$ cat src/common/rctc_pkg.sv
/*
  Constants for the RC oscillation touch converter: register offsets,
  field positions, reset values, response codes and timer sizing.
  Assumes a 32-bit AXI4-Lite bus with byte addresses and one word per register.
*/
package rctc_pkg;

  // Bus and data widths
  localparam int unsigned ADDR_W = 8;
  localparam int unsigned DATA_W = 32;
  localparam int unsigned BYTE_W = 8;
  localparam int unsigned TMR_W  = 16;
  localparam int unsigned SW_N   = 8;

  // Register byte offsets
  localparam logic [ADDR_W-1:0] OFS_CTRL = 8'h00;
  localparam logic [ADDR_W-1:0] OFS_CLK  = 8'h04;
  localparam logic [ADDR_W-1:0] OFS_STAT = 8'h08;
  localparam logic [ADDR_W-1:0] OFS_MASK = 8'h0C;
  localparam logic [ADDR_W-1:0] OFS_A_LO = 8'h10;
  localparam logic [ADDR_W-1:0] OFS_A_HI = 8'h14;
  localparam logic [ADDR_W-1:0] OFS_B_LO = 8'h18;
  localparam logic [ADDR_W-1:0] OFS_B_HI = 8'h1C;
  localparam logic [ADDR_W-1:0] OFS_SW   = 8'h20;

  // Field positions
  localparam int unsigned CTRL_OVB_BIT = 0;
  localparam int unsigned CTRL_EN_BIT  = 1;
  localparam int unsigned CLK_RUN_BIT  = 4;
  localparam int unsigned CLK_SEL_LSB  = 5;
  localparam int unsigned CLK_SEL_W    = 3;
  localparam int unsigned IRQ_FLAG_BIT = 5;

  // Timer A clock select: this code runs on the system clock, any other on /4
  localparam logic [CLK_SEL_W-1:0] CLK_SEL_SYS = 3'h0;
  localparam int unsigned          DIV_A       = 4;

  // Reset values
  localparam logic [BYTE_W-1:0] CTRL_RST = 8'h00;
  localparam logic [BYTE_W-1:0] MASK_RST = 8'h00;
  localparam logic [BYTE_W-1:0] SW_RST   = 8'h00;

  // AXI response codes
  localparam logic [1:0] RESP_OKAY   = 2'h0;
  localparam logic [1:0] RESP_SLVERR = 2'h2;
  localparam logic [1:0] RESP_DECERR = 2'h3;

  // Register selector produced by the address decoder
  typedef enum {
    REG_CTRL, REG_CLK, REG_STAT, REG_MASK, REG_A_LO,
    REG_A_HI, REG_B_LO, REG_B_HI, REG_SW, REG_NONE
  } rctc_reg_e;

endpackage : rctc_pkg

$ cat src/common/rctc_tmr_if.sv
/*
  Interface between the converter control logic and one 16-bit timer.
  Assumes both ends run on the same clock; strobes are one-cycle pulses.
*/
`timescale 1ns/100ps
`default_nettype none

interface rctc_tmr_if #(parameter int unsigned W = 16);
  logic         wr_lo;     // Byte write into the low buffer
  logic         wr_hi;     // Byte write into high half, buffer into low half
  logic         rd_hi;     // High byte read, freezes the low byte
  logic         inc;       // Count enable for this cycle
  logic [7:0]   wdata;
  logic [W-1:0] count;
  logic [7:0]   lo_latch;
  logic         ovf;       // All ones and incremented this cycle

  modport ctrl (output wr_lo, wr_hi, rd_hi, inc, wdata,
                input  count, lo_latch, ovf);
  modport tmr  (input  wr_lo, wr_hi, rd_hi, inc, wdata,
                output count, lo_latch, ovf);
endinterface : rctc_tmr_if

`default_nettype wire

$ cat src/logic/rctc_timer.sv
/*
  One 16-bit up-counter with a low-byte write buffer and a low-byte read latch.
  Assumes the controller never writes while the counter is enabled.
*/
`timescale 1ns/100ps
`default_nettype none

module rctc_timer
  import rctc_pkg::*;
(
  input wire logic aclk,
  input wire logic aresetn,
  rctc_tmr_if.tmr  tmr
);

  logic [7:0]       wbuf_q;
  logic [TMR_W-1:0] count_q;
  logic [7:0]       latch_q;

  // Low byte writes only touch the buffer
  always_ff @(posedge aclk) begin
    if (!aresetn) begin
      wbuf_q <= 8'h00;
    end else if (tmr.wr_lo) begin
      wbuf_q <= tmr.wdata;
    end
  end

  // High write loads both halves at once; otherwise count up and wrap
  always_ff @(posedge aclk) begin
    if (!aresetn) begin
      count_q <= '0;
    end else if (tmr.wr_hi) begin
      count_q <= {tmr.wdata, wbuf_q};
    end else if (tmr.inc) begin
      count_q <= count_q + 1'b1;
    end
  end

  // A high read freezes the low byte so the pair reads consistently
  always_ff @(posedge aclk) begin
    if (!aresetn) begin
      latch_q <= 8'h00;
    end else if (tmr.rd_hi) begin
      latch_q <= count_q[7:0];
    end
  end

  // Overflow is the step from all ones to zero
  assign tmr.ovf      = tmr.inc && (count_q == '1);
  assign tmr.count    = count_q;
  assign tmr.lo_latch = latch_q;

endmodule : rctc_timer

`default_nettype wire

$ cat src/logic/rctc_top.sv
/*
  RC oscillation touch converter with an AXI4-Lite register slave.
  Assumes rc_osc_in and all bus inputs are synchronous to aclk.
*/
// Our own choices: the AXI4-Lite interface to the registers and the placing of the registers.
`timescale 1ns/100ps
`default_nettype none

module rctc_top
  import rctc_pkg::*;
#(
  parameter int unsigned SW_LINES = SW_N
)(
  input  wire logic                         aclk,
  input  wire logic                         aresetn,
  input  wire logic [rctc_pkg::ADDR_W-1:0]  s_axi_awaddr,
  input  wire logic                         s_axi_awvalid,
  output logic                              s_axi_awready,
  input  wire logic [rctc_pkg::DATA_W-1:0]  s_axi_wdata,
  input  wire logic [3:0]                   s_axi_wstrb,
  input  wire logic                         s_axi_wvalid,
  output logic                              s_axi_wready,
  output logic [1:0]                        s_axi_bresp,
  output logic                              s_axi_bvalid,
  input  wire logic                         s_axi_bready,
  input  wire logic [rctc_pkg::ADDR_W-1:0]  s_axi_araddr,
  input  wire logic                         s_axi_arvalid,
  output logic                              s_axi_arready,
  output logic [rctc_pkg::DATA_W-1:0]       s_axi_rdata,
  output logic [1:0]                        s_axi_rresp,
  output logic                              s_axi_rvalid,
  input  wire logic                         s_axi_rready,
  input  wire logic                         rc_osc_in,
  output logic [SW_LINES-1:0]               touch_switch_lines,
  output logic                              irq
);

  import rctc_pkg::*;

  // Map a byte address onto a register; shared by both bus paths
  function automatic rctc_reg_e decode(input logic [ADDR_W-1:0] addr);
    rctc_reg_e r;
    r = REG_NONE;
    unique case (addr)
      OFS_CTRL: r = REG_CTRL;
      OFS_CLK:  r = REG_CLK;
      OFS_STAT: r = REG_STAT;
      OFS_MASK: r = REG_MASK;
      OFS_A_LO: r = REG_A_LO;
      OFS_A_HI: r = REG_A_HI;
      OFS_B_LO: r = REG_B_LO;
      OFS_B_HI: r = REG_B_HI;
      OFS_SW:   r = REG_SW;
      default:  r = REG_NONE;
    endcase
    return r;
  endfunction : decode

  // Timer byte registers share one refusal window with the run bit
  function automatic logic is_timer(input rctc_reg_e r);
    return (r == REG_A_LO) || (r == REG_A_HI) ||
           (r == REG_B_LO) || (r == REG_B_HI);
  endfunction : is_timer

  // Answer code shared by both bus paths; refused timer bytes get SLVERR
  function automatic logic [1:0] resp_of(input rctc_reg_e r, input logic run);
    if (r == REG_NONE) return RESP_DECERR;
    if (run && is_timer(r)) return RESP_SLVERR;
    return RESP_OKAY;
  endfunction : resp_of

  localparam int unsigned DIV_W = $clog2(DIV_A);

  // Timer ends
  rctc_tmr_if #(.W(TMR_W)) tmr_a ();
  rctc_tmr_if #(.W(TMR_W)) tmr_b ();
  // Bus state
  logic              awready_q;
  logic              wready_q;
  logic              aw_held_q;
  logic              w_held_q;
  logic [ADDR_W-1:0] aw_addr_q;
  logic [BYTE_W-1:0] w_byte_q;
  logic              w_lane_q;
  logic              bvalid_q;
  logic [1:0]        bresp_q;
  logic              arready_q;
  logic              rvalid_q;
  logic [1:0]        rresp_q;
  logic [DATA_W-1:0] rdata_q;
  // Converter state
  logic                 ovb_q;
  logic                 en_q;
  logic                 run_q;
  logic [CLK_SEL_W-1:0] clk_sel_q;
  logic [BYTE_W-1:0]    stat_q;
  logic [BYTE_W-1:0]    mask_q;
  logic [SW_LINES-1:0]  sw_q;
  logic                 irq_q;
  logic [DIV_W-1:0]     div_q;
  logic                 rc_q;
  // Combinational terms
  rctc_reg_e         wr_reg;
  rctc_reg_e         rd_reg;
  logic              do_wr;
  logic              wr_en;
  logic              rd_fire;
  logic              tick_a;
  logic              rc_rise;
  logic              ovf_any;
  logic              ovf_sel;
  logic [BYTE_W-1:0] rd_byte;

  rctc_timer u_tmr_a (
    .aclk    (aclk),
    .aresetn (aresetn),
    .tmr     (tmr_a)
  );
  rctc_timer u_tmr_b (
    .aclk    (aclk),
    .aresetn (aresetn),
    .tmr     (tmr_b)
  );

  // Write happens once address and data are both held and no answer waits
  assign wr_reg  = decode(aw_addr_q);
  assign do_wr   = aw_held_q && w_held_q && !bvalid_q;
  assign wr_en   = do_wr && w_lane_q && !(run_q && is_timer(wr_reg));
  assign rd_reg  = decode(s_axi_araddr);
  assign rd_fire = s_axi_arvalid && arready_q;

  // Write address channel: ready for one address while none is held
  always_ff @(posedge aclk) begin
    if (!aresetn) begin
      awready_q <= 1'b0;
      aw_held_q <= 1'b0;
      aw_addr_q <= '0;
    end else if (s_axi_awvalid && awready_q) begin
      awready_q <= 1'b0;
      aw_held_q <= 1'b1;
      aw_addr_q <= s_axi_awaddr;
    end else if (do_wr) begin
      aw_held_q <= 1'b0;
    end else if (!aw_held_q && !bvalid_q) begin
      awready_q <= 1'b1;
    end
  end

  // Write data channel: only the low lane carries register data
  always_ff @(posedge aclk) begin
    if (!aresetn) begin
      wready_q <= 1'b0;
      w_held_q <= 1'b0;
      w_byte_q <= '0;
      w_lane_q <= 1'b0;
    end else if (s_axi_wvalid && wready_q) begin
      wready_q <= 1'b0;
      w_held_q <= 1'b1;
      w_byte_q <= s_axi_wdata[BYTE_W-1:0];
      w_lane_q <= s_axi_wstrb[0];
    end else if (do_wr) begin
      w_held_q <= 1'b0;
    end else if (!w_held_q && !bvalid_q) begin
      wready_q <= 1'b1;
    end
  end

  // Write response: unmapped gets DECERR, refused timer access SLVERR
  always_ff @(posedge aclk) begin
    if (!aresetn) begin
      bvalid_q <= 1'b0;
      bresp_q  <= RESP_OKAY;
    end else if (do_wr) begin
      bvalid_q <= 1'b1;
      bresp_q  <= resp_of(wr_reg, run_q);
    end else if (s_axi_bready) begin
      bvalid_q <= 1'b0;
    end
  end

  // Read address channel reopens only after the data beat is taken
  always_ff @(posedge aclk) begin
    if (!aresetn) begin
      arready_q <= 1'b0;
    end else if (rd_fire) begin
      arready_q <= 1'b0;
    end else if (!rvalid_q) begin
      arready_q <= 1'b1;
    end
  end

  // Read value mux; timer bytes read as zero while refused
  always_comb begin
    rd_byte = '0;
    unique case (rd_reg)
      REG_CTRL: begin
        rd_byte[CTRL_OVB_BIT] = ovb_q;
        rd_byte[CTRL_EN_BIT]  = en_q;
      end
      REG_CLK: begin
        rd_byte[CLK_RUN_BIT] = run_q;
        rd_byte[CLK_SEL_LSB +: CLK_SEL_W] = clk_sel_q;
      end
      REG_STAT: rd_byte = stat_q;
      REG_MASK: rd_byte = mask_q;
      REG_A_LO: rd_byte = run_q ? '0 : tmr_a.lo_latch;
      REG_A_HI: rd_byte = run_q ? '0 : tmr_a.count[TMR_W-1:BYTE_W];
      REG_B_LO: rd_byte = run_q ? '0 : tmr_b.lo_latch;
      REG_B_HI: rd_byte = run_q ? '0 : tmr_b.count[TMR_W-1:BYTE_W];
      REG_SW:   rd_byte = BYTE_W'(sw_q);
      REG_NONE: rd_byte = '0;
    endcase
  end

  // Read data channel: one beat, answered the cycle after the address
  always_ff @(posedge aclk) begin
    if (!aresetn) begin
      rvalid_q <= 1'b0;
      rresp_q  <= RESP_OKAY;
      rdata_q  <= '0;
    end else if (rd_fire) begin
      rvalid_q <= 1'b1;
      rdata_q  <= DATA_W'(rd_byte);
      rresp_q  <= resp_of(rd_reg, run_q);
    end else if (s_axi_rready) begin
      rvalid_q <= 1'b0;
    end
  end

  // Converter control register
  always_ff @(posedge aclk) begin
    if (!aresetn) begin
      ovb_q <= CTRL_RST[CTRL_OVB_BIT];
      en_q  <= CTRL_RST[CTRL_EN_BIT];
    end else if (wr_en && wr_reg == REG_CTRL) begin
      ovb_q <= w_byte_q[CTRL_OVB_BIT];
      en_q  <= w_byte_q[CTRL_EN_BIT];
    end
  end

  // Clock select field
  always_ff @(posedge aclk) begin
    if (!aresetn) begin
      clk_sel_q <= CLK_SEL_SYS;
    end else if (wr_en && wr_reg == REG_CLK) begin
      clk_sel_q <= w_byte_q[CLK_SEL_LSB +: CLK_SEL_W];
    end
  end

  // Run bit: an overflow clears it even against a write in the same cycle
  always_ff @(posedge aclk) begin
    if (!aresetn) begin
      run_q <= 1'b0;
    end else if (ovf_any) begin
      run_q <= 1'b0;
    end else if (wr_en && wr_reg == REG_CLK) begin
      run_q <= w_byte_q[CLK_RUN_BIT];
    end
  end

  // Divide-by-four enable; restarts with each run so the first tick is whole
  always_ff @(posedge aclk) begin
    if (!aresetn || !run_q) begin
      div_q <= '0;
    end else begin
      div_q <= div_q + 1'b1;
    end
  end
  assign tick_a = (clk_sel_q == CLK_SEL_SYS) ||
                  (div_q == DIV_W'(DIV_A - 1));

  // Oscillator rising edge; the pin is already synchronous to aclk
  always_ff @(posedge aclk) begin
    if (!aresetn) begin
      rc_q <= 1'b0;
    end else begin
      rc_q <= rc_osc_in;
    end
  end
  assign rc_rise = rc_osc_in && !rc_q;

  // Both timers share one gate so they start and stop together
  always_comb begin
    tmr_a.inc   = run_q && en_q && tick_a;
    tmr_b.inc   = run_q && en_q && rc_rise;
    tmr_a.wdata = w_byte_q;
    tmr_b.wdata = w_byte_q;
    tmr_a.wr_lo = wr_en && (wr_reg == REG_A_LO);
    tmr_a.wr_hi = wr_en && (wr_reg == REG_A_HI);
    tmr_b.wr_lo = wr_en && (wr_reg == REG_B_LO);
    tmr_b.wr_hi = wr_en && (wr_reg == REG_B_HI);
    tmr_a.rd_hi = rd_fire && !run_q && (rd_reg == REG_A_HI);
    tmr_b.rd_hi = rd_fire && !run_q && (rd_reg == REG_B_HI);
  end

  // Either overflow halts the pair; only the selected one interrupts
  assign ovf_any = tmr_a.ovf || tmr_b.ovf;
  assign ovf_sel = ovb_q ? tmr_b.ovf : tmr_a.ovf;

  // Sticky status, cleared by a read; a new overflow wins over that clear
  always_ff @(posedge aclk) begin
    if (!aresetn) begin
      stat_q <= '0;
    end else if (ovf_sel) begin
      stat_q[IRQ_FLAG_BIT] <= 1'b1;
    end else if (rd_fire && rd_reg == REG_STAT) begin
      stat_q <= '0;
    end
  end

  // Interrupt mask, same layout as status
  always_ff @(posedge aclk) begin
    if (!aresetn) begin
      mask_q <= MASK_RST;
    end else if (wr_en && wr_reg == REG_MASK) begin
      mask_q <= w_byte_q;
    end
  end

  // Level interrupt, registered so the pin is glitch free
  always_ff @(posedge aclk) begin
    if (!aresetn) begin
      irq_q <= 1'b0;
    end else begin
      irq_q <= |(stat_q & mask_q);
    end
  end

  // Analog switch lines; a narrower variant keeps the low lines only
  always_ff @(posedge aclk) begin
    if (!aresetn) begin
      sw_q <= SW_LINES'(SW_RST);
    end else if (wr_en && wr_reg == REG_SW) begin
      sw_q <= SW_LINES'(w_byte_q);
    end
  end

  // Outputs straight from flip-flops
  assign s_axi_awready      = awready_q;
  assign s_axi_wready       = wready_q;
  assign s_axi_bvalid       = bvalid_q;
  assign s_axi_bresp        = bresp_q;
  assign s_axi_arready      = arready_q;
  assign s_axi_rvalid       = rvalid_q;
  assign s_axi_rresp        = rresp_q;
  assign s_axi_rdata        = rdata_q;
  assign touch_switch_lines = sw_q;
  assign irq                = irq_q;

endmodule : rctc_top

`default_nettype wire

$ cat config.mk
export PLATFORM = sky130hd
export DESIGN_NAME = rctc_top
export DESIGN_NICKNAME = d
export VERILOG_FILES = /design/src/common/rctc_pkg.sv /design/src/common/rctc_tmr_if.sv /design/src/logic/rctc_timer.sv /design/src/logic/rctc_top.sv
export SDC_FILE = /design/constraint.sdc
export NUM_CORES = 1
export LEC_CHECK = 0
export ABC_AREA = 0
export BUFFER_PORTS_ARGS = -buffer_cell sky130_fd_sc_hd__buf_2
export CAP_MARGIN = 20
export CORE_MARGIN = 4
export CORE_UTILIZATION = 56
export DETAILED_ROUTE_END_ITERATION = 10
export GPL_TIMING_DRIVEN = 0
export PLACE_DENSITY = 0.8
export SLEW_MARGIN = 20
export SYNTH_ARGS = -nofsm -noshare
export SYNTH_HDL_FRONTEND = slang
export SYNTH_SLANG_ARGS = --single-unit
$ cat constraint.sdc
create_clock -name aclk -period 2.4 [get_ports aclk]
set_clock_uncertainty 0.1 [all_clocks]
set_input_delay 0.48 -clock aclk [delete_from_list [all_inputs] [get_ports aclk]]
set_output_delay 0.48 -clock aclk [all_outputs]
set_load 0.01 [all_outputs]
-- Word-level counts from Yosys, hierarchy flattened
Index checks and enable logic that the tools add are counted.
- input port bits: 60
- bits in registers: 127
- equality and inequality tests: 41
- $add $sub $neg: 3
- multiplexer cells: 45
- reductions and logical operators: 64
- bitwise logic cells: 3
- operators with widths (operator ; number):
    == test 32 x 4 -> 1 bit, second input constant ; 9
    == test 32 x 3 -> 1 bit, second input constant ; 6
    == test 32 x 2 -> 1 bit, second input constant ; 3
    == test 32 x 5 -> 1 bit, second input constant ; 3
    one-hot mux 4 bit (9 select lines) ; 2
    == test 8 x 5 -> 1 bit, second input constant ; 8
    logical NOT 32 bit ; 2
    2-to-1 mux 16 bit ; 4
    adder 16 x 1 -> 16 bit, second input constant ; 2
    == test 16 bit, second input constant ; 2
    == test 32 x 1 -> 1 bit, second input constant ; 1
    == test 8 x 4 -> 1 bit, second input constant ; 4
    2-to-1 mux 8 bit ; 4
    one-hot mux 4 bit (8 select lines) ; 1
    logical AND 1 bit ; 29
    2-to-1 mux 1 bit ; 23
    == test 8 x 3 -> 1 bit, second input constant ; 2
    == test 8 x 6 -> 1 bit, second input constant ; 2
    logical NOT 8 bit ; 2
    2-to-1 mux 2 bit ; 8
    one-hot mux 2 bit (7 select lines) ; 1
    nonzero test 2 bit ; 7
    one-hot mux 2 bit (6 select lines) ; 1
    logical OR 1 bit ; 9
    10 further kinds ; 21

-- Depth between registers and ports, before layout
Gate-level depths: netlist of the first run.
- depth after elaboration: 13
- depth in mapped cells: 7

-- By module
A second synthesis of the first run with hierarchy kept.
- cell total of the unflattened synthesis: 678
- area, all modules: 6189.7 um2
- by module, submodules not included (module ; cells each ; times used ; seq. area each (um2) ; area each (um2)):
    rctc_top ; 364 ; 1 ; 1261.2 ; 3347.0
    rctc_timer ; 157 ; 2 ; 640.6 ; 1421.4

-- Worst setup path before layout of the first run
Ideal clock, no wire load.
- kind: register to register
- start point: register aw_addr_q[0]
- end point: register u_tmr_b.count_q[14] (netlist: u_tmr_b.tmr.count[14])
- stages on the path, launching flop included: 7
- arrival time: 1936 ps
- clock period less this slack: 2124 ps
- library setup time: 88 ps
- setup slack: 276 ps
- path buffers: 3
- path through: dfxtp_1 -> or4_4 -> buf_6 -> or4_4 -> buf_6 -> buf_6 -> a311oi_2
- longest elaborated chain between the ends: 11
- ends and longest elaborated chain (what ; line ; text):
    from (decl) ; rctc_top.sv:82 ; logic [ADDR_W-1:0] aw_addr_q;
    from (signal assigned) ; rctc_top.sv:141 ; aw_addr_q <= s_axi_awaddr;
    == test 8 x 6 -> 1 bit, or another cell as far along ; rctc_top.sv:44 ; unique case (addr)
    one-hot mux 4 bit (9 select lines) (*) ; rctc_top.sv:44 ;
    == test 32 x 4 -> 1 bit ; rctc_top.sv:61 ; return (r == REG_A_LO) || (r == REG_A_HI) ||
    logical OR 1 bit (2 in series) ; rctc_top.sv:61 ;
    logical OR 1 bit ; rctc_top.sv:62 ; (r == REG_B_LO) || (r == REG_B_HI);
    logical AND 1 bit ; rctc_top.sv:128 ; assign wr_en = do_wr && w_lane_q && !(run_q && is_timer(wr_reg));
    logical NOT 1 bit ; rctc_top.sv:128 ;
    logical AND 1 bit ; rctc_top.sv:128 ;
    logical AND 1 bit (*) ; rctc_top.sv:291 ; tmr_b.wr_hi = wr_en && (wr_reg == REG_B_HI);
    2-to-1 mux 16 bit or nonzero test 2 bit (tied branches) ; - ;
    to (signal assigned) ; rctc_timer.sv:34 ; count_q <= {tmr.wdata, wbuf_q};
    to (signal assigned) ; rctc_timer.sv:36 ; count_q <= count_q + 1'b1;
    to (decl) ; rctc_timer.sv:17 ; logic [TMR_W-1:0] count_q;
Mark *: on every way between the ends. The rest lies on a longest branch, timed or not.
A chain may end at the register's enable or synchronous reset.

-- Worst setup path in the final report of the first run
- start point: register run_q
- end point: register u_tmr_b.count_q[15] (netlist: u_tmr_b.tmr.count[15])
- longest elaborated chain between the ends: 5
- ends and longest elaborated chain (what ; line ; text):
    from (decl) ; rctc_top.sv:94 ; logic run_q;
    from (signal assigned) ; rctc_top.sv:257 ; run_q <= w_byte_q[CLK_RUN_BIT];
    logical AND 1 bit ; rctc_top.sv:128 ;
    logical NOT 1 bit ; rctc_top.sv:128 ;
    logical AND 1 bit ; rctc_top.sv:128 ;
    logical AND 1 bit ; rctc_top.sv:291 ;
    2-to-1 mux 16 bit or nonzero test 2 bit (tied branches) ; - ;
Several ways; a longest one is shown, not always the timed one.

==> results of run 1 <==
==> flip-flops by register name, indices dropped and copies added (netlist names), 8 cells and up <==
signal,count
u_tmr_a.tmr.count,16
u_tmr_b.tmr.count,16
aw_addr_q,8
mask_q,8
s_axi_rdata,8
tmr_a.wdata,8
touch_switch_lines,8
u_tmr_a.tmr.lo_latch,8
u_tmr_a.wbuf_q,8
u_tmr_b.tmr.lo_latch,8
u_tmr_b.wbuf_q,8
==> final cells by class <==
cell class | count | area, um2 | share of cell area, %
buffer | 66 | 364.1 | 5.027
inverter | 10 | 37.54 | 0.5182
sequential | 127 | 2545 | 35.14
clock inverter | 13 | 141.4 | 1.952
timing repair buffer | 64 | 350.3 | 4.837
multi-input combinational | 527 | 3203 | 44.22
tap | 136 | 170.2 | 2.349
clock buffer | 19 | 431.7 | 5.960
==> timing repair <==
action	in CTS	in global routing
setup buffers	0	7
gates resized for setup	0	5
endpoints found under the setup margin	0	34
==> critical path, delay by kind of cell (launching register included) <==
kind / cells / cell delay (ns)
buffers and inverters: 2 / 0.43
and+or+nand+nor: 3 / 0.96
DFF: 1 / 0.35
AOI/OAI and AO/OA: 2 / 0.36
==> layout by cell type (no fill, tap or decap), types with 4 or more instances in the layout <==
cell / synthesis / final
a211oi_1: 4 / 4
nor4_1: 10 / 9
nor3_1: 16 / 16
clkbuf_1: 37 / 37
a21oi_1: 81 / 81
nand4_1: 10 / 10
dfxtp_1: 127 / 125
nand4b_1: 4 / 4
mux2i_1: 49 / 49
clkbuf_16: 0 / 16
xnor2_1: 8 / 8
nor2b_1: 5 / 5
a31oi_1: 4 / 4
nand2b_1: 5 / 5
buf_4: 24 / 30
nand2_1: 83 / 83
xor2_1: 10 / 10
buf_2: 2 / 59
inv_1: 9 / 9
a22oi_1: 7 / 7
o22ai_1: 7 / 7
and3_1: 9 / 9
nand3_1: 24 / 24
a32oi_1: 6 / 6
clkinv_4: 0 / 5
a22o_1: 4 / 4
and2_1: 8 / 8
conb_1: 1 / 24
nor2_1: 69 / 69
o21ai_0: 30 / 30
==> power breakdown <==
group | internal, mW | leakage (nW) | switching [mW] | total (mW)
registers | 2.14 | 1.03 | 0.0357 | 2.18
clock network | 1.50 | 0.274 | 0.958 | 2.46
logic | 0.115 | 1.59 | 0.210 | 0.325
total | 3.76 | 2.89 | 1.20 | 4.96
==> through the flow <==
step | std cells | instance area, um2 | setup WS, ns | setup TNS (ns) | util [%]
detailed placement | 923 | 6586 | -0.1179 | -0.6214 | 63.23
global route | 962 | 7243 | -0.01418 | -0.01418 | 69.54
global placement | 923 | 6586 | -0.1077 | -0.2790 | 63.23
CTS | 955 | 7159 | 0.004540 | 0 | 68.73
floorplan | 730 | 6131 | 0.2757 | 0 | -
finish | 962 | 7243 | 0.07257 | 0 | 69.54
==> how the worst max path moves through the flow <==
stage                          startpoint                    end  slack, ns  cells after the start
after CTS                    aw_addr_q[0]              mask_q[6]      0.005                      6
after global placement    s_axi_araddr[2]         s_axi_rresp[1]      -0.11                      7
after detailed placement  s_axi_araddr[2]         s_axi_rresp[1]      -0.12                      7
after global routing                run_q  u_tmr_b.tmr.count[15]      -0.01                      7
after floorplan              aw_addr_q[0]  u_tmr_b.tmr.count[14]       0.28                      6
final                               run_q  u_tmr_b.tmr.count[15]       0.07                      7
==> kinds of logic after synthesis <==
| logic type | count (synthesis) | share of synthesized area [%] |
|---|---|---|
| flip-flops | 127 | 42.06 |
| other | 1 | 0.06204 |
| XOR/XNOR | 18 | 2.608 |
| buffers and inverters | 76 | 6.624 |
| multiplexers | 53 | 9.418 |
| AO/OA/AOI/OAI | 165 | 16.66 |
| AND/OR/NAND/NOR | 264 | 21.94 |
| adder cells (fa/ha/maj) | 3 | 0.6211 |
==> per-layer routing <==
metal / up-vias / part of all wire (%) / track usage (%)
met5: - / 0 / 0
met4: 0 / 5.8 / 17.92
met3: 86 / 11 / 6.957
met2: 375 / 45 / 42.77
met1: 2661 / 38 / 33.28
li1: 2699 / - / -
==> impl_results.md, run 1 <==
* Vias at 5821
* Slew margin rel. at between 40% and 50%
* F_max at 0.4297 GHz
* Die height at ~110 um
* Average size of a mapped cell at 8.550 um2
* CTS buffer count at 17
* Initial Util at 58.03%
* Global-route wire length before repair at 27380 um
* Status: complete, no violations
* Post-DR vias/cell at 6.051
* HP Class: primary input to flop
* Grt ovf at 0
* Syn Std Cell Area at 6045 um2
* DRC Markers at 0
* PD cells at 685.1 nW/um2
* Setup Viol. Count Final at 0
* Top cells by area, synth: dfxtp_1, mux2i_1, a21oi_1
* Distinct cells, synth at 60
* Hold buffer count at CTS at 0
* Die width at roughly 110 um
* DP HPWL at 12170 um
* DRT Pass-1 Iters at 6
* # diodes at 0
* I/O Buffers at between 50 and 60
* Setup crit end kind: flop
* Worst hold endpoint: tmr_a.wdata[7]
* WHS Path Cells at 3
* CP Class: flop to flop
* Worst path slowest cell: or3b_2
* Top FF cell, synth: dfxtp_1
* Cells along the critical path: clkbuf_2, or3b_2, nor4_4, buf_4, nor2_1, o21ai_0, a21oi_1
* CP max FO at 10
* Worst R2R Setup Slack at 0.07 ns
* Hold_ws at 0.07516 ns
* Avg WL per Cell at 18.11 um
* Routed WL at approximately 17000 um
* Setup crit start kind: flop
* Row cnt at 37
* Pwr Total at 4.963 mW
* Longest Clk Path Bufs at 2
* Filler cells at 801
* Global Route Usage Sum at 27.34%
* Gpl congestion at ~0.99
* Top-Level Pins at 110
* Nets at 876
* Final period util at roughly 97%
* Seq/Total Area, Yosys at 42.06%
* Fin. Hold Viols at 0
* Share of post-route cells with drive strength above 1 at 17.80%
* Routed Antenna Nets at 0
* Post-layout min period at between 2 and 2.5 ns
* Iteration-0 DRC Markers at 819
* HP Start: s_axi_wdata[7]
* CTS sink cnt at ~130
* Pins Over Slew Limit at 0
* FF-to-FF End: u_tmr_b.tmr.count[15]
* Critical path data required time at 2.70 ns
* Leakage power at 2.893 nW
* CTS H-tree lvls at 4
* Core outline area at 10420 um2
* Most frequent cells after synthesis: dfxtp_1, nand2_1, a21oi_1
* Max-Cap Viols at 0
* Synth Instances at 707
* Peak supply drop at 0.0004174 V
* Largest net degree at the start of global routing at 17
* Top cell type's share of synthesized area at a little over two fifths
* Synth warnings at 0
* Synth Register Bits at 127
* Count leader, synth: dfxtp_1
* Antenna violations before repair at 0
* Least-Margin Pin Slew at 0.8562 ns
* Post-synth ARST share at 0%
* Die ar. at 12520 um2
* CTS tree: done
* Length in cells of the worst reg-to-reg path at 7
* Arr. time, crit path at 2.63 ns
* Leading area contributor after synthesis: dfxtp_1
* RR Startpoint: run_q
* Post-synth EDFFs at 0
* Reg clk slew, reported paths at 0.06 ns
* Number of global-route vias before repair at around 5500
* Worst skew pair latency at 0.54 ns
* P&R area growth vs syn at 19.83%
* Crit path largest cell delay at roughly 0.57 ns
* Root buffer cell: clkbuf_8
No activity file was read; power rests on OpenSTA's default activity.
==> run 2, diff against run 1 <==
--- a/config.mk
+++ b/config.mk
@@ -8,11 +8,14 @@
 export ABC_AREA = 0
 export BUFFER_PORTS_ARGS = -buffer_cell sky130_fd_sc_hd__buf_2
 export CAP_MARGIN = 20
+export CELL_PAD_IN_SITES_DETAIL_PLACEMENT = 1
+export CELL_PAD_IN_SITES_GLOBAL_PLACEMENT = 2
 export CORE_MARGIN = 4
-export CORE_UTILIZATION = 56
+export CORE_UTILIZATION = 33
+export CTS_BUF_LIST = sky130_fd_sc_hd__clkbuf_16
 export DETAILED_ROUTE_END_ITERATION = 10
 export GPL_TIMING_DRIVEN = 0
-export PLACE_DENSITY = 0.8
+export PLACE_DENSITY_LB_ADDON = 0.1
 export SLEW_MARGIN = 20
 export SYNTH_ARGS = -nofsm -noshare
 export SYNTH_HDL_FRONTEND = slang
==> run 2 against run 1 <==
Count of clock-buffer cells in the layout shrank 2. Sequential power barely moved. Die area grew 64%. First-iteration DRC count fell by 64%. Maximum frequency increased by 0.98%. Routed wire length increased by 20%. Largest cell class unchanged. Highest routed layer unchanged.
==> impl_results.md, run 2 (same netlist as run 1, synthesis figures left out) <==
* Root buffer cell: clkbuf_16
* Worst path slowest cell: or3b_4
* Post-layout min period at 2.305 ns
* Share of post-route cells with drive strength above 1 at 17.80%
* Crit path largest cell delay at 0.49 ns
* Worst skew pair latency at roughly 0.42 ns
* Post-DR vias/cell at around 5.3
* Worst R2R Setup Slack at 0.1 ns
* Final Cell Area at 7458 um2
* Leakage power at 2.943 nW
* Number of global-route vias before repair at 5791
* CTS tree: done
* Global-route wire length before repair at 32570 um
* Setup Viol. Count Final at 0
* Status: complete, no violations
* Gpl congestion at between 0.8 and 0.9
* Length in cells of the worst reg-to-reg path at 6
* CTS sink cnt at 127
* Avg WL per Cell at 19.88 um
* Hold buffer count at CTS at 0
* Vias at between 5000 and 6000
* Initial Util at 33.65%
* Commonest non-fill, non-tap cell in the layout: dfxtp_1
* Most frequent cells in the layout: dfxtp_1, nand2_1, a21oi_1
* Longest Clk Path Bufs at 2
* Slew margin rel. at 41.96%
* Least-Margin Pin Slew at 0.8706 ns
* I/O Buffers at 57
* Fin util at 41.52%
* P&R area growth vs syn at 23.39%
* Die height at 143.3 um
* Die width at 143.3 um
* Global Route Usage Sum at a little over a fifth
* Cells along the critical path: clkbuf_2, or3b_4, nor4_4, nor2_1, o21ai_0, a21oi_1
* DP HPWL at 15420 um
* Die ar. at 20550 um2
* HP Start: s_axi_wdata[2]
* Final period util at a little over nine tenths
* Antenna violations before repair at 0
* Routed WL at 20970 um
* Top-Level Pins at between 100 and 150
* Routed Antenna Nets at 0
* DRT Pass-1 Iters at 4
* Grt ovf at 0
* DRC Markers at 0
* Row cnt at just under 50
* Critical path's top delay family: simple AND/OR/NAND/NOR gates
* Placed Area at between 6000 and 7000 um2
* Setup TNS at 0 ns
* CTS buffer count at 17
* Setup crit start kind: flop
* Setup crit end kind: flop
* Pins Over Slew Limit at 0
* CP max FO at 10
* Reg clk slew, reported paths at around 0.05 ns
* HP Class: primary input to flop
* WP buf/inv at 1
* WHS Path Cells at 3
* Iteration-0 DRC Markers at 293
* RR Startpoint: run_q
* Largest net degree at the start of global routing at 17
* Nets at 876
* Arr. time, crit path at 2.49 ns
* Peak supply drop at 0.0005180 V
* Worst hold endpoint: tmr_a.wdata[2]
* Critical path data required time at 2.58 ns
* FF-to-FF End: u_tmr_b.tmr.count[3]
* F_max at 0.4339 GHz
* Core outline area at 17960 um2
* Max-Cap Viols at 0
* PD cells at 723.6 nW/um2
* # diodes at 0
* Pwr Total at 5.397 mW
* Fin. Hold Viols at 0
* CP Class: flop to flop
* CTS H-tree lvls at 4
-- run 2: changes by cell type in the layout (fill, tap and decap cells not counted), moves of 3 or more --
cell       before  now
clkinv_1        0    4
bufinv_16       2    6
nor4_1          9    6
nor4_2          1    4
clkinv_4        5    0
-- run 2: area by class of cell --
cell class                 instances  area (um2)
fill                            2150       10510
multi-input combinational        527        3224
sequential                       127        2544
clock buffer                      17       425.4
buffer                            65       360.3
timing repair buffer              65       357.8
tap                              229       286.5
clock inverter                    15       222.7
inverter                          10       37.54
-- run 2: worst max path at each step --
| stage | startpoint | end | slack (ns) | cells past startpoint |
|---|---|---|---|---|
| finish | run_q | u_tmr_b.tmr.count[3] | 0.1 | 6 |
| global placement | s_axi_araddr[2] | s_axi_rresp[1] | -0.29 | 7 |
| detailed placement | s_axi_araddr[2] | s_axi_rresp[1] | -0.30 | 7 |
| floorplan | aw_addr_q[0] | u_tmr_b.tmr.count[14] | 0.28 | 6 |
| CTS | run_q | u_tmr_b.tmr.count[3] | 0.01 | 6 |
| global route | run_q | u_tmr_b.tmr.count[15] | -0.02 | 6 |
-- run 2: what timing repair did --
item | CTS | global route
setup endpoints to repair | 38 | 24
hold endpoints to repair | 0 | 0
buffers inserted | 4 | 4
resized for setup | 2 | 5
pin swaps | 4 | 2
-- run 2: worst register-to-register path, stage by stage (launching register included) --
cell and delay, ns:
dfxtp_1 0.34, clkbuf_2 0.27, or3b_4 0.49, nor4_4 0.44
nor2_1 0.22, o21ai_0 0.22, a21oi_1 0.09
-- run 2: where the power goes --
group	leakage, nW	internal, mW	switching [mW]
clock	0.316	1.92	0.961
combinational	1.60	0.117	0.219
sequential	1.03	2.14	0.0381
-- run 2: through the flow --
stage                     cells  hold slack (ns)  setup WS, ns
after floorplan             730           0.2966        0.2757
after global placement     1016           0.3081       -0.2874
after detailed placement   1016           0.3168       -0.2979
after CTS                  1052           0.1804       0.01362
after global routing       1055           0.1934      -0.02148
final                      1055           0.1936       0.09522
-- run 2: per-layer routing --
layer,global-route usage (%),vias to the layer above,share of wire (%)
met2,34.37,148,47
li1,-,2695,-
met3,4.027,34,4.6
met1,26.84,2755,45
met5,0,-,0
met4,8.920,0,3.0
